File: src/rtl/flag_pkg.sv
package flag_pkg;

    localparam int          ADDR_W              = 8;
    localparam int          DATA_W              = 8;

    localparam logic [7:0]  STARTUP_OFS         = 8'h65;
    localparam logic [7:0]  MISC_OFS            = 8'h66;
    localparam logic [7:0]  MODERATE_OFS        = 8'h67;
    localparam logic [7:0]  FLAG_RESET          = 8'h00;
    localparam logic [7:0]  READ_UNMAPPED       = 8'h00;

    // Startup register fields
    localparam int          SOFT_REBOOT_BIT     = 5;
    localparam int          FIRST_SUPPLY_BIT    = 4;
    localparam int          ENABLE_BIT          = 1;
    localparam logic [7:0]  STARTUP_W1C_MASK    = 8'h32;
    localparam logic [7:0]  STARTUP_RW_MASK     = 8'hcd;

    // Misc register fields
    localparam int          THERMAL_WARN_BIT    = 3;
    localparam int          EXT_CLK_LOSS_BIT    = 1;
    localparam int          SELF_TEST_PASS_BIT  = 0;
    localparam logic [7:0]  MISC_W1C_MASK       = 8'h0b;
    localparam logic [7:0]  MISC_RW_MASK        = 8'hf4;

    // Moderate error register fields
    localparam int          RESET_OUT_RB_BIT    = 7;
    localparam int          IRQ_PIN_RB_BIT      = 6;
    localparam int          LINK_ERR_BIT        = 4;
    localparam int          RECOVERY_CNT_BIT    = 3;
    localparam int          REG_CRC_BIT         = 2;
    localparam int          SELF_TEST_FAIL_BIT  = 1;
    localparam int          ORDERLY_TSD_BIT     = 0;
    localparam logic [7:0]  MODERATE_W1C_MASK   = 8'hdf;
    localparam logic [7:0]  MODERATE_RW_MASK    = 8'h20;

endpackage

File: src/rtl/flag_reg8.sv
`timescale 1ns/1ps
`default_nettype none

module flag_reg8 #(
    parameter logic [7:0] W1C_MASK  = 8'hff,
    parameter logic [7:0] RW_MASK   = 8'h00,
    parameter logic [7:0] RESET_VAL = 8'h00
) (
    input  wire logic       sys_clk,
    input  wire logic       sys_rst,
    input  wire logic [7:0] set_evt,
    input  wire logic       wr_en,
    input  wire logic [7:0] wdata,
    output logic      [7:0] value_q
);

    logic [7:0] value_d;
    logic [7:0] clr;

    always_comb begin
        clr     = wr_en ? wdata : 8'h00;
        // Event set overrides a clearing write in the same cycle
        value_d = (((value_q & ~clr) | set_evt) & W1C_MASK)
                | ((wr_en ? wdata : value_q) & RW_MASK);
    end

    always_ff @(posedge sys_clk or posedge sys_rst) begin
        if (sys_rst) begin
            value_q <= RESET_VAL;
        end else begin
            value_q <= value_d;
        end
    end

endmodule // flag_reg8

`default_nettype wire

File: src/rtl/startup_misc_error_int_flags.sv
// Behaviour
// - Software reboot sets startup bit 5; held until written one.
// - Start from unpowered state latches startup bit 4; write one clears.
// - Enable event latches startup bit 1; only a write of one clears.
// - Startup register at 0x65, reset 0x00; bits 7:6,3:2,0 read/write.
// - Thermal warning rise latches misc bit 3; live warning kept apart.
// - Invalid external clock selects internal clock, latches misc bit 1.
// - Self-test completion latches misc bit 0; write one clears.
// - Misc register at 0x66, reset 0x00; bits 7:4 and 2 read/write.
// - Moderate error register at 0x67, reset 0x00; bit 5 read/write.
// - Reset output readback mismatch latches moderate bit 7; one clears.
`timescale 1ns/1ps
`default_nettype none

module startup_misc_error_int_flags (
    input  wire logic                      sys_clk,
    input  wire logic                      sys_rst,
    input  wire logic [flag_pkg::ADDR_W-1:0] reg_addr,
    input  wire logic                      reg_wr,
    input  wire logic [flag_pkg::DATA_W-1:0] reg_wdata,
    input  wire logic                      reg_rd,
    output logic      [flag_pkg::DATA_W-1:0] reg_rdata_q,
    output logic                           reg_rvalid_q,
    input  wire logic                      soft_reboot_evt,
    input  wire logic                      first_supply_evt,
    input  wire logic                      enable_evt,
    input  wire logic                      thermal_warning_in,
    input  wire logic                      ext_clock_invalid,
    input  wire logic                      self_test_done,
    input  wire logic                      reset_out_readback_err,
    input  wire logic                      irq_pin_readback_err,
    input  wire logic                      multi_pmic_link_err,
    input  wire logic                      recovery_count_evt,
    input  wire logic                      reg_crc_err,
    input  wire logic                      self_test_fail,
    input  wire logic                      orderly_tsd_evt,
    output logic      [7:0]                startup_event_flags,
    output logic      [7:0]                misc_event_flags,
    output logic      [7:0]                moderate_error_flags,
    output logic                           thermal_warning_live,
    output logic                           clock_source_internal
);
    import flag_pkg::*;

    function automatic logic hit(input logic [ADDR_W-1:0] addr,
                                 input logic [7:0]        ofs);
        hit = (addr == ofs);
    endfunction

    logic [7:0] startup_set;
    logic [7:0] misc_set;
    logic [7:0] moderate_set;
    logic       startup_wr;
    logic       misc_wr;
    logic       moderate_wr;
    logic       thermal_live_d;
    logic       clk_internal_d;
    logic [7:0] rdata_d;
    logic       rvalid_d;

    always_comb begin
        startup_wr  = reg_wr && hit(reg_addr, STARTUP_OFS);
        misc_wr     = reg_wr && hit(reg_addr, MISC_OFS);
        moderate_wr = reg_wr && hit(reg_addr, MODERATE_OFS);
    end

    always_comb begin
        startup_set                     = 8'h00;
        startup_set[SOFT_REBOOT_BIT]    = soft_reboot_evt;
        startup_set[FIRST_SUPPLY_BIT]   = first_supply_evt;
        startup_set[ENABLE_BIT]         = enable_evt;
        misc_set                        = 8'h00;
        // Latch on the rising edge of the warning only
        misc_set[THERMAL_WARN_BIT]      = thermal_warning_in
                                        & ~thermal_warning_live;
        misc_set[EXT_CLK_LOSS_BIT]      = ext_clock_invalid;
        misc_set[SELF_TEST_PASS_BIT]    = self_test_done;
        moderate_set                    = 8'h00;
        moderate_set[RESET_OUT_RB_BIT]  = reset_out_readback_err;
        moderate_set[IRQ_PIN_RB_BIT]    = irq_pin_readback_err;
        moderate_set[LINK_ERR_BIT]      = multi_pmic_link_err;
        moderate_set[RECOVERY_CNT_BIT]  = recovery_count_evt;
        moderate_set[REG_CRC_BIT]       = reg_crc_err;
        moderate_set[SELF_TEST_FAIL_BIT] = self_test_fail;
        moderate_set[ORDERLY_TSD_BIT]   = orderly_tsd_evt;
    end

    flag_reg8 #(
        .W1C_MASK  (STARTUP_W1C_MASK),
        .RW_MASK   (STARTUP_RW_MASK),
        .RESET_VAL (FLAG_RESET)
    ) u_startup (
        .sys_clk   (sys_clk),
        .sys_rst   (sys_rst),
        .set_evt   (startup_set),
        .wr_en     (startup_wr),
        .wdata     (reg_wdata),
        .value_q   (startup_event_flags)
    );

    flag_reg8 #(
        .W1C_MASK  (MISC_W1C_MASK),
        .RW_MASK   (MISC_RW_MASK),
        .RESET_VAL (FLAG_RESET)
    ) u_misc (
        .sys_clk   (sys_clk),
        .sys_rst   (sys_rst),
        .set_evt   (misc_set),
        .wr_en     (misc_wr),
        .wdata     (reg_wdata),
        .value_q   (misc_event_flags)
    );

    flag_reg8 #(
        .W1C_MASK  (MODERATE_W1C_MASK),
        .RW_MASK   (MODERATE_RW_MASK),
        .RESET_VAL (FLAG_RESET)
    ) u_moderate (
        .sys_clk   (sys_clk),
        .sys_rst   (sys_rst),
        .set_evt   (moderate_set),
        .wr_en     (moderate_wr),
        .wdata     (reg_wdata),
        .value_q   (moderate_error_flags)
    );

    // Live warning and clock source selection
    always_comb begin
        thermal_live_d = thermal_warning_in;
        // Stay on internal clock until clock valid and flag cleared
        clk_internal_d = ext_clock_invalid
                       | (clock_source_internal
                          & misc_event_flags[EXT_CLK_LOSS_BIT]);
    end

    always_ff @(posedge sys_clk or posedge sys_rst) begin
        if (sys_rst) begin
            thermal_warning_live  <= 1'b0;
            clock_source_internal <= 1'b0;
        end else begin
            thermal_warning_live  <= thermal_live_d;
            clock_source_internal <= clk_internal_d;
        end
    end

    // Read path: pure mux, no flag side effect
    always_comb begin
        rvalid_d = reg_rd;
        rdata_d  = reg_rdata_q;
        if (reg_rd) begin
            if (hit(reg_addr, STARTUP_OFS)) begin
                rdata_d = startup_event_flags;
            end else if (hit(reg_addr, MISC_OFS)) begin
                rdata_d = misc_event_flags;
            end else if (hit(reg_addr, MODERATE_OFS)) begin
                rdata_d = moderate_error_flags;
            end else begin
                rdata_d = READ_UNMAPPED;
            end
        end
    end

    always_ff @(posedge sys_clk or posedge sys_rst) begin
        if (sys_rst) begin
            reg_rdata_q  <= 8'h00;
            reg_rvalid_q <= 1'b0;
        end else begin
            reg_rdata_q  <= rdata_d;
            reg_rvalid_q <= rvalid_d;
        end
    end
endmodule // startup_misc_error_int_flags

`default_nettype wire

File: config.mk
export PLATFORM = sky130hd
export DESIGN_NAME = startup_misc_error_int_flags
export DESIGN_NICKNAME = d
export VERILOG_FILES = /design/src/rtl/flag_pkg.sv /design/src/rtl/flag_reg8.sv /design/src/rtl/startup_misc_error_int_flags.sv
export SDC_FILE = /design/constraint.sdc
export NUM_CORES = 1
export LEC_CHECK = 0
export BUFFER_PORTS_ARGS = -buffer_cell sky130_fd_sc_hd__clkbuf_2
export CAP_MARGIN = 5
export CORE_MARGIN = 2
export CORE_UTILIZATION = 47
export CTS_CLUSTER_SIZE = 20
export DETAILED_ROUTE_END_ITERATION = 6
export GPL_TIMING_DRIVEN = 0
export PLACE_DENSITY = 0.81
export SYNTH_ARGS = -nofsm -noshare
export SYNTH_HDL_FRONTEND = slang
export SYNTH_SLANG_ARGS = --single-unit
export TNS_END_PERCENT = 30
File: constraint.sdc
create_clock -name sys_clk -period 1.1 [get_ports sys_clk]
set_input_delay 0 -clock sys_clk [delete_from_list [all_inputs] [get_ports sys_clk]]
set_output_delay 0 -clock sys_clk [all_outputs]
set_load 0.02 [all_outputs]
==> results of run 1 <==
[how the worst min path moves through the flow]
stage	to
floorplan	reg_rvalid_q
global placement	thermal_warning_live
detailed placement	thermal_warning_live
CTS	async pin
global route	reg_rdata_q[6]
finish	reg_rdata_q[6]
[worst reg2reg max path, cell delays in order (launching register included)]
cell	delay, ns
dfrtp_1	0.40
a21o_1	0.12
o21ai_0	0.10
o41ai_2	0.35
[through the flow]
step                power [W]  instances  area (sq um)  worst slack [ns]
floorplan            0.001505        139          1618          -0.08060
global placement     0.001627        252          2011           -0.3917
detailed placement   0.001633        252          2011           -0.3989
CTS                  0.002665        282          2322           0.01555
global route         0.002784        287          2389          -0.04527
finish               0.002655        287          2389          -0.02323
[report_power, final]
group	switching, W	internal (W)
clock network	0.000427	0.000537
logic	0.000177	0.000185
registers	0.0000183	0.00131
[kinds of logic (layout without fill, tap and decap cells)]
logic type             after synthesis  in the layout
flip-flops                          35             35
AO/OA/AOI/OAI                       31             31
multiplexers                        18             18
AND/OR/NAND/NOR                     26             26
buffers and inverters               29            131
[routing by layer]
layer | vias up | GRT usage | routed length [um]
met5 | - | 0 | 0
met4 | 0 | 0.08056 | 35
met3 | 4 | 0.06126 | 183
met2 | 46 | 0.3790 | 2228
met1 | 694 | 0.2820 | 1759
li1 | 693 | - | -
[layout make-up]
class | instances | share of cell area
Multi-Input combinational cell | 75 | 0.2698
Tap cell | 46 | 0.02410
Buffer | 6 | 0.01676
Timing Repair Buffer | 94 | 0.2504
Sequential cell | 35 | 0.3667
Clock buffer | 6 | 0.02148
Clock inverter | 2 | 0.01467
Inverter | 23 | 0.03614
[repair_timing]
item                                    CTS  global route
endpoints found under the setup margin    6            13
cloned                                    0             0
hold buffers                             22             2
endpoints found under the hold margin    27            36
resized for setup                         2             6
setup buffers                             0             3
pin swaps                                 1             0
[cells in the final DEF, fill, tap and decap left out, drive strengths merged]
master / Yosys / routed
clkbuf: 2 / 75
dfrtp: 35 / 35
dlygate4sd3: 0 / 24
inv: 23 / 23
mux2: 18 / 18
nor2: 12 / 12
a31oi: 12 / 12
o22ai: 8 / 8
buf: 4 / 7
a22oi: 7 / 7
nand2: 3 / 3
nor4: 2 / 2
nand3b: 2 / 2
nand2b: 2 / 2
a21o: 1 / 1
o21ai: 1 / 1
or3b: 1 / 1
nor4bb: 1 / 1
nor2b: 1 / 1
o41ai: 1 / 1
and3b: 1 / 1
and4bb: 1 / 1
o21bai: 1 / 1
bufinv: 0 / 1
clkinv: 0 / 1
==> results.txt, run 1 <==
The run finished, with violations left. The final reports fail on setup timing. After synthesis, the cell types taking the most area are dfrtp_1 (54%), mux2_2 (9.0%), inv_1 (5.3%).

The worst clock skew is around 0.007 ns. The effective utilization at floorplan came out at 0.4887. Across the VDD grid, the largest voltage drop is about 0.00084 V. Yosys printed 0 warnings. The post-route minimum period came out at between 1 and 1.5 ns.

The post-synthesis area per instance is about 12 sq um. The unique cell type count in the Yosys netlist is 26. The number of synthesized flops with an enable pin is 0. Counting the fill cells in the layout gives 259.

The tightest min-delay check is of the in2reg type. The register area is approximately 880 sq um. dfrtp_1 takes more of the synthesized area than any other cell. The maximum level of the CTS H-tree is 2.

The total power divided by cell area is 1112 nW/um^2. TritonCTS built the clock tree. STA classifies the critical path startpoint as an input pin. The pin count of the biggest net entering global routing is 36.

The leftover overflow at the end of global routing is 0. The boundary pin count came out at a little under 70. The worst endpoint data arrival time is 1.35 ns. The final-report hold violation count is 0.

The static leakage power came out at between 1 and 1.5 nW. After synthesis, the most frequently instantiated cells are dfrtp_1 (35), inv_1 (23), mux2_2 (13). The first-pass iteration count of the detailed router is 4.

The required time of the critical path came out at ~1.3 ns. The area of the core region came out at about 3300 sq um. The critical path class is in2reg. The number of global-route vias before repair was between 1000 and 1500. The largest driver fanout on the critical path came out at 8. The count of cells along the worst register-to-register path is 3. The simple logic cell fraction of the synthesized area came out at 0.1145. Counting buffers and inverters, the worst setup path is 6 cells deep. The die covers slightly below 4000 sq um.

In this run the horizontal extent of the chip is between 60 and 70 um. In this run the critical register-to-register path is captured at reg_rdata_q[3]. The tightest hold margin is between 0.1 and 0.15 ns. The most repeated cell in the gate-level netlist after synthesis is dfrtp_1. The last weighted congestion value of the routability-driven placer came out at a little under 0.8. The share of flip-flops with an asynchronous set or reset after synthesis came out at 1.000. The residual antenna-violating net count after detailed routing is 0.

The max-cap violation count is 0. The post-DP HPWL is roughly 2700 um. The overall track demand over capacity in global routing came out at 0.2264. The slowest stage of the critical path is the nor4bb_2 cell.

The final max-slew violation count was 0. The vias after detailed routing is approximately 1400. The global-route wire length before repair came out at between 6000 and 7000 um. Measured against its own limit, the worst slew margin works out to 0.5268. The count of state elements after synthesis is 35. The remaining design rule violation count came out at 0.

The xor/xnor cell area share of the yosys netlist is 0. The number of DRC markers after the initial detailed-route iteration came out at roughly 80. In this run, CTS created clock tree buffers numbering 5.

Input and output buffers added on the ports amount to 67. The buffering stage count on the worst path with inverters included came out at 3. The initialized floorplan defines 21 standard-cell rows. The later pin in the worst-skew pair is clocked with a latency of approximately 0.33 ns. The startpoint identified for the worst register-to-register timing path is u_misc.value_q[3]. For the final routed database, the setup TNS stands at -0.09554 ns. The number of cells traversed by the worst hold path is 3. The number of nets at the end of the flow is between 200 and 300.

The layout-stage area growth over the synthesis result is 47.64%. The setup check on the worst reg-to-reg path leaves a slack of roughly 0.03 ns. The prevailing post-synth register cell is dfrtp_1. The most critical setup path has its startpoint at reg_addr[1]. The average vias per placed instance came out at 5.007. The number of antenna violations at the first check in global routing is 0. The measured slew at the worst slew-check pin is 0.7087 ns. The post-synthesis compound-gate area fraction came out at 0.1323. In the final layout, the multi-input gates occupy between 600 and 700 sq um. Synthesis handed over a netlist of approximately 140 instances. The total clock sinks came out at 35. The portion of netlist area occupied by mux cells came out at 0.1369. Of the post-synthesis cell area, the dominant cell type holds 0.5414. The final worst setup slack came out at -0.02323 ns. The kind of cell with the highest combined delay along the critical path is simple AND/OR/NAND/NOR gates. The share of the clock period used by the worst path is 1.021. The worst-case clock buffer depth came out at 2.

The die is about 63 um tall. The register clock-pin slew on the reported worst setup and hold paths came out at ~0.11 ns. Setup repair after global routing could not meet its margin everywhere. The proportion of layout cells with a drive suffix above 1 is 0.4564. The final routed wirelength across all metal layers is roughly 4200 um. Walking the worst path, the cells encountered are clkbuf_2 -> nor4bb_2 -> buf_4 -> and4bb_1 -> buf_6 -> mux2_4. After synthesis, the largest family of logic cells by area is multiplexers. The tree is rooted in a clkbuf_4. The cell area after synthesis came out at 1618 sq um. The worst setup path is captured at a register.

The sequential share of the synthesized area is 0.5414. The post-layout utilization of the core came out at 0.7215. The startpoint identified for the worst hold timing path is reg_rd.

The highest cell delay on the worst timing path is between 0.3 and 0.4 ns. The synthesized-area fraction occupied by adder cells came out at 0. The upper clock frequency limit is just under 900 MHz. The setup-violating endpoint count in the final report is 5.

The per-cell routed wire length is 14.66 um. The repair_antennas step left the layout with diodes totalling 0. The synthesized netlist net count is between 150 and 200.
No activity file was read; power rests on OpenSTA's default activity.
==> run 2, diff against run 1 <==
--- a/config.mk
+++ b/config.mk
@@ -7,6 +7,7 @@
 export LEC_CHECK = 0
 export BUFFER_PORTS_ARGS = -buffer_cell sky130_fd_sc_hd__clkbuf_2
 export CAP_MARGIN = 5
+export CORE_ASPECT_RATIO = 1.2
 export CORE_MARGIN = 2
 export CORE_UTILIZATION = 47
 export CTS_CLUSTER_SIZE = 20
==> run 2 against run 1 <==
Against the previous run:
- the run now ends clean
- non-clock buffer count increased by 2
- die area about the same
- critical path depth fell by 3
- flip-flop and latch count did not move
- first-iteration DRC count down 51%
- total power is 0.93% lower
- largest cell class unchanged
==> results.txt, run 2 (synthesis gave the netlist of run 1 again) <==
The static leakage power is 1.215 nW (+2.5%). The count of cells along the worst register-to-register path is 3 (unchanged). In this run the critical register-to-register path is captured at reg_rdata_q[7]. The number of I/O port buffers is 67 (unchanged). The pin count of the biggest net entering global routing came out at 25 (-31%). The worst endpoint data arrival time came out at 1.22 ns (-0.13 ns). The number of antenna violations at the first check in global routing is 0 (unchanged).

The path class of the tightest hold or removal check is in2reg. The critical register-to-register path startpoint is u_moderate.value_q[7]. The final setup TNS came out at 0 ns (+0.09554 ns). The later-pin clock latency in the skew report came out at 0.28 ns (-0.05 ns). The worst clock skew came to 0.004751 ns (-0.002229 ns). The total net switching power is 0.0006297 W (+1.2%). The residual antenna-violating net count after detailed routing is 0 (unchanged). The last weighted congestion value of the routability-driven placer came out at 0.7747 (-1.8%). The layout-stage area growth over the synthesis result came out at 50.43%. The first-pass iteration count of the detailed router came out at 4 (unchanged). The die height came out at 68.27 um (+8.9%). The remaining design rule violation count came out at 0 (unchanged). Traced cell by cell, the critical path runs through mux2_2 -> a22oi_1 -> o22ai_1. The upper clock frequency limit came to 941.3 MHz (+5.7%). The final-report hold violation count is 0 (unchanged).

The measured slew at the worst slew-check pin is 0.5625 ns (-0.1463 ns). The proportion of power drawn by flip-flops and latches was 0.506 (+0.005). The die area came out at 3929 sq um (about the same).

The final routed wirelength across all metal layers is 4328 um (+2.9%). The required time of the critical path was 1.26 ns (-0.06 ns). The number of cells traversed by the worst hold path came out at 3 (unchanged). The post-route minimum period came to 1.062 ns (-0.06090 ns). The placed cell area came out at 2027 sq um (+0.81%).

The proportion of layout cells with a drive suffix above 1 was 0.4587 (+0.002246). The final max-slew violation count is 0 (unchanged). The worst-case clock buffer depth came out at 2 (unchanged).

The number of global-route vias before repair is 1426 (unchanged). The total power divided by cell area came out at 1081 nW/um^2 (-2.8%). The cell with the largest stage delay on the worst path is dfrtp_1. The max-cap violation count came to 0 (unchanged). The maximum level of the CTS H-tree came out at 2 (unchanged).

The number of nets at the end of the flow came to 275 (+0.73%). The worst slew slack as a fraction of its limit is 0.6246 (+0.09779). The post-layout utilization of the core is 0.7354 (+0.01388).

The post-DP HPWL is 2749 um (+1.7%). For hold timing, the worst endpoint is reg_rdata_q[3]. The vias after detailed routing is 1426 (-0.77%). The setup-violating endpoint count in the final report came out at 0 (-5). The clock group share of total power came out at 0.350 (-0.013).

The internal power contribution is 0.002001 W (-1.6%). The die width came out at 57.56 um (-8.2%). The power share of the combinational group is 0.144 (+0.008). In the layout the commonest cells are clkbuf_2 (65), dfrtp_1 (35), inv_1 (23), dlygate4sd3_1 (23), mux2_2 (13). The effective utilization at floorplan came out at 0.4888 (about the same).

The buffering stage count on the worst path with inverters included came out at 0 (-3). The register-to-register path setup slack is 0.04 ns (about the same). The total non-filler cell area in the finished layout came out at 2434 sq um (+1.9%). The total clock buffers created by CTS came out at 5 (unchanged). The switching fraction of total power is 0.2394 (+0.005110). The boundary pin count came to 68 (unchanged). The leftover overflow at the end of global routing came to 0 (unchanged). The TritonCTS clock tree is yes. The startpoint of the lowest-slack hold path is reg_addr[2].

The dominant delay contributor by cell family on the critical path is flip-flops. The number of DRC markers after the initial detailed-route iteration is 40 (-51%). The total clock sinks was 35 (unchanged). The global-route wire length before repair came to 6520 um (-4.4%). The register clock-pin slew on the reported worst setup and hold paths came out at 0.07 ns (-0.04 ns). In this run the worst setup path begins at u_moderate.value_q[7].

The worst setup path is captured at a register. Setup repair after global routing left no endpoint under its margin. The worst ir drop on vdd is 0.001181 V (+41%). The overall track demand over capacity in global routing came to 0.2315 (+0.005047). The share of the clock period used by the worst path is 0.9658 (-0.05536). Leaving out fill and tap cells, the most frequent cell in the layout is clkbuf_2.

The largest driver fanout on the critical path is 3 (-5). The flow ran to the end, and the final reports show no timing, DRC or antenna violations. The average vias per placed instance was 5.111 (+2.1%). The per-cell routed wire length came out at 15.51 um (+5.8%). The highest cell delay on the worst timing path was 0.41 ns (+0.07 ns).

The critical path is of the reg2reg type. The area of the core region is 3309 sq um (about the same). The CTS root buffer is clkbuf_8. The number of core rows is 23 (+9.5%). The antenna diode instance count was 0 (unchanged). The type of origin of the critical path is a register.
[run 2: cell type report]
| type | instances | area [sq um] |
|---|---|---|
| Sequential cell | 35 | 875.8 |
| Inverter | 23 | 86.33 |
| Tap cell | 37 | 46.29 |
| Fill cell | 231 | 875.8 |
| Timing Repair Buffer | 96 | 649.4 |
| Multi-Input combinational cell | 75 | 648.1 |
| Clock inverter | 1 | 5.005 |
| Buffer | 6 | 40.04 |
| Clock buffer | 6 | 82.58 |
[run 2: worst max path at each step]
stage	end	slack, ns	depth (start not counted)
after global placement	register	-0.39	4
after detailed placement	register	-0.40	4
final	reg_rdata_q[7]	0.04	3
after CTS	register	-0.04	4
after floorplan	register	-0.08	5
after global routing	reg_rdata_q[3]	0.002	3
[run 2: metrics by stage]
| step | setup WS (ns) | hold WS [ns] | power [W] | std cells |
|---|---|---|---|---|
| finish | 0.03767 | 0.08285 | 0.002630 | 279 |
| global route | 0.002441 | 0.09030 | 0.002751 | 279 |
| CTS | -0.03782 | 0.08482 | 0.002637 | 276 |
| detailed placement | -0.4005 | 0.04913 | 0.001647 | 244 |
| global placement | -0.3885 | 0.1220 | 0.001627 | 243 |
| floorplan | -0.08060 | 0.03143 | 0.001505 | 139 |
[run 2: timing repair]
action / 4_1_cts / 5_1_grt
hold buffers: 23 / 0
cloned: 0 / 0
gates resized for setup: 3 / 13
buffers inserted: 2 / 3
hold endpoints to repair: 37 / 0
endpoints found under the setup margin: 11 / 12
pin swaps: 2 / 2
[run 2: layer usage]
| layer | vias up | part of all wire | GRT usage |
|---|---|---|---|
| li1 | 695 | - | - |
| met1 | 684 | 0.39 | 0.2622 |
| met2 | 41 | 0.54 | 0.4006 |
| met3 | 6 | 0.046 | 0.05860 |
| met4 | 0 | 0.020 | 0.1250 |
| met5 | - | 0 | 0 |
[run 2: power by group through the flow]
stage	logic [W]	registers, W	clock network, W
finish	0.000379	0.00133	0.000921
global route	0.000411	0.00133	0.00101
CTS	0.000362	0.00133	0.000945
detailed placement	0.000292	0.00135	0
global placement	0.000273	0.00135	0
floorplan	0.000121	0.00138	0
[run 2: worst reg2reg max path: cells and delay by family, from the launching register on]
family / cells / cell delay (ns)
compound gates: 2 / 0.25
flops: 1 / 0.41
mux: 1 / 0.28
==> run 3, diff against run 2 <==
--- a/config.mk
+++ b/config.mk
@@ -5,7 +5,7 @@
 export SDC_FILE = /design/constraint.sdc
 export NUM_CORES = 1
 export LEC_CHECK = 0
-export BUFFER_PORTS_ARGS = -buffer_cell sky130_fd_sc_hd__clkbuf_2
+export BUFFER_PORTS_ARGS = -buffer_cell sky130_fd_sc_hd__buf_2
 export CAP_MARGIN = 5
 export CORE_ASPECT_RATIO = 1.2
 export CORE_MARGIN = 2
==> run 3 against run 2 <==
Against the previous run:
- fmax increased by 0.90%
- final cell count increased by 0.36%
- register-to-register slack about the same
- total power increased by 2.8%
- flip-flop and latch count unchanged
- count of clock-buffer cells in the layout increased by 2
- sequential power about the same
- first-iteration DRC count decreased by 55%
- die area unchanged
- critical path depth unchanged
- largest cell class unchanged
- largest power group unchanged
- highest routed layer unchanged
==> results.txt, run 3 (synthesis gave the netlist of run 1 again) <==
The static leakage power was 1.207 nW (-0.64%). The antenna diode instance count came to 0 (unchanged). The number of DRC markers after the initial detailed-route iteration came to 18 (-55%). The measured slew at the worst slew-check pin came out at 0.6248 ns (+0.06231 ns). The register clock-pin slew on the reported worst setup and hold paths came out at 0.06 ns (about the same). The placed cell area came out at 2027 sq um (unchanged). The worst slew slack as a fraction of its limit came out at 0.5830 (-0.04158). From synthesis to final layout, the design area changed by 50.81%.

The number of global-route vias before repair came out at 1374 (-3.6%). The later-pin clock latency in the skew report is 0.28 ns (about the same). The first-pass iteration count of the detailed router came to 4 (unchanged). The effective utilization at floorplan is 0.4888 (unchanged). The number of core rows is 23 (unchanged).

The number of antenna violations at the first check in global routing is 0 (unchanged). The global-route wire length before repair is 6410 um (-1.7%). The remaining design rule violation count came out at 0 (unchanged). The count of cells along the worst register-to-register path was 3 (unchanged). The last weighted congestion value of the routability-driven placer came out at 0.7761 (+0.18%). Leaving out fill and tap cells, the most frequent cell in the layout is buf_2. The maximum level of the CTS H-tree came out at 2 (unchanged).

The TritonCTS clock tree is yes. The average vias per placed instance was 5.104 (-0.15%). The upper clock frequency limit is 949.8 MHz (+0.90%). The total clock buffers created by CTS is 5 (unchanged). The worst-case clock buffer depth came out at 2 (unchanged).

The share of the clock period used by the worst path came to 0.9571 (-0.008647). The worst hold path belongs to the class in2reg. The overall track demand over capacity in global routing came out at 0.2227 (-0.008783). Leaving out fill and tap cells, the most frequent cells in the layout are buf_2 (67), dfrtp_1 (35), inv_1 (23), dlygate4sd3_1 (23), mux2_2 (13). The vias after detailed routing is 1429 (+0.21%). The area of the core region came out at 3309 sq um (unchanged).

Setup repair after global routing left no endpoint under its margin. The required time of the critical path is 1.25 ns (about the same). The total power divided by cell area came out at 1108 nW/um^2 (+2.5%). The type of destination of the critical path is a register. The leftover overflow at the end of global routing came to 0 (unchanged). The worst endpoint data arrival time is 1.21 ns (about the same). The total clock sinks is 35 (unchanged). The total non-filler cell area in the finished layout is 2440 sq um (+0.26%). The final-report hold violation count is 0 (unchanged).

The overall power after layout is 0.002703 W (+2.8%). The pin count of the biggest net entering global routing came to 24 (-4.0%). The tree is rooted in a clkbuf_8.

The critical path class is reg2reg. The number of cells traversed by the worst hold path is 3 (unchanged). The run finished with clean final reports. The setup-violating endpoint count in the final report is 0 (unchanged).

The per-cell routed wire length is 14.93 um (-3.8%). The number of nets at the end of the flow is 275 (unchanged). The max-cap violation count came out at 0 (unchanged). The proportion of layout cells with a drive suffix above 1 came out at 0.4568 (-0.001888).

The final cell count without fillers is 280 (+0.36%). The final max-slew violation count came out at 0 (unchanged). The final routed wirelength across all metal layers is 4179 um (-3.4%). The worst clock skew came out at 0.004596 ns (-0.0001552 ns). The die width came out at 57.56 um (unchanged). The die area came out at 3929 sq um (unchanged).

STA classifies the critical path startpoint as a register. The worst ir drop on vdd came to 0.001035 V (-12%). The residual antenna-violating net count after detailed routing came to 0 (unchanged).

The post-DP HPWL was 2704 um (-1.6%). The post-route minimum period is 1.053 ns (-0.009511 ns). The number of placed instances with taps included came to 244 (unchanged).

The number of I/O port buffers came to 67 (unchanged). The die height came out at 68.27 um (unchanged). The boundary pin count is 68 (unchanged). The largest driver fanout on the critical path is 3 (unchanged).
==> run 3: final timing paths <==
kind	to	start	slack [ns]
worst max-delay path	reg_rdata_q[0]	u_misc.value_q[0]	0.05
min in group asynchronous	reg_rdata_q[3]	sys_rst	0.33
max in group asynchronous	u_moderate.value_q[7]	sys_rst	0.23
worst min register to register	reg_rdata_q[3]	reg_rdata_q[3]	0.50
worst max register to register	reg_rdata_q[0]	u_misc.value_q[0]	0.05
worst min-delay path	reg_rdata_q[4]	reg_rd	0.16
==> run 3: routing by layer <==
layer,track usage,share of wire,vias up
li1,-,-,689
met2,0.3764,0.52,56
met4,0.1105,0.023,0
met3,0.05482,0.064,10
met5,0,0,-
met1,0.2649,0.40,674
==> run 3: what timing repair did <==
action | CTS | global route
hold buffers | 23 | 0
endpoints found under the hold margin | 38 | 0
endpoints found under the setup margin | 11 | 9
resized for setup | 5 | 4
pin swaps | 3 | 1
buffers inserted | 3 | 2
==> run 3: cell type report <==
| cell class | instances | area (sq um) |
|---|---|---|
| flip-flops and latches | 35 | 875.8 |
| fillers | 230 | 869.6 |
| multi-input cells | 75 | 650.6 |
| repair buffers | 96 | 643.1 |
| clock buffers | 8 | 100.1 |
| inverters | 23 | 86.33 |
| well taps | 37 | 46.29 |
| plain buffers | 6 | 37.54 |
==> run 3: stage by stage <==
stage / utilization / worst slack (ns) / TNS [ns] / hold slack, ns
3_3_place_gp: 0.6042 / -0.4009 / -12.00 / 0.1212
2_1_floorplan: - / -0.08060 / -0.5425 / 0.03143
3_5_place_dp: 0.6125 / -0.4116 / -7.030 / 0.1027
5_1_grt: 0.7372 / 0.007078 / 0 / 0.1721
6_report: 0.7372 / 0.04718 / 0 / 0.1574
4_1_cts: 0.7255 / -0.004868 / -0.01564 / 0.1589
==> run 3: critical path, cell delays in order (launching register included) <==
cell and delay (ns):
dfrtp_1 0.41, mux2_2 0.27, a22oi_1 0.16, o22ai_1 0.09
==> run 3: power breakdown <==
| group | internal, W | switching, W |
|---|---|---|
| registers | 0.00131 | 0.0000174 |
| logic | 0.000196 | 0.000177 |
| clock network | 0.000571 | 0.000429 |
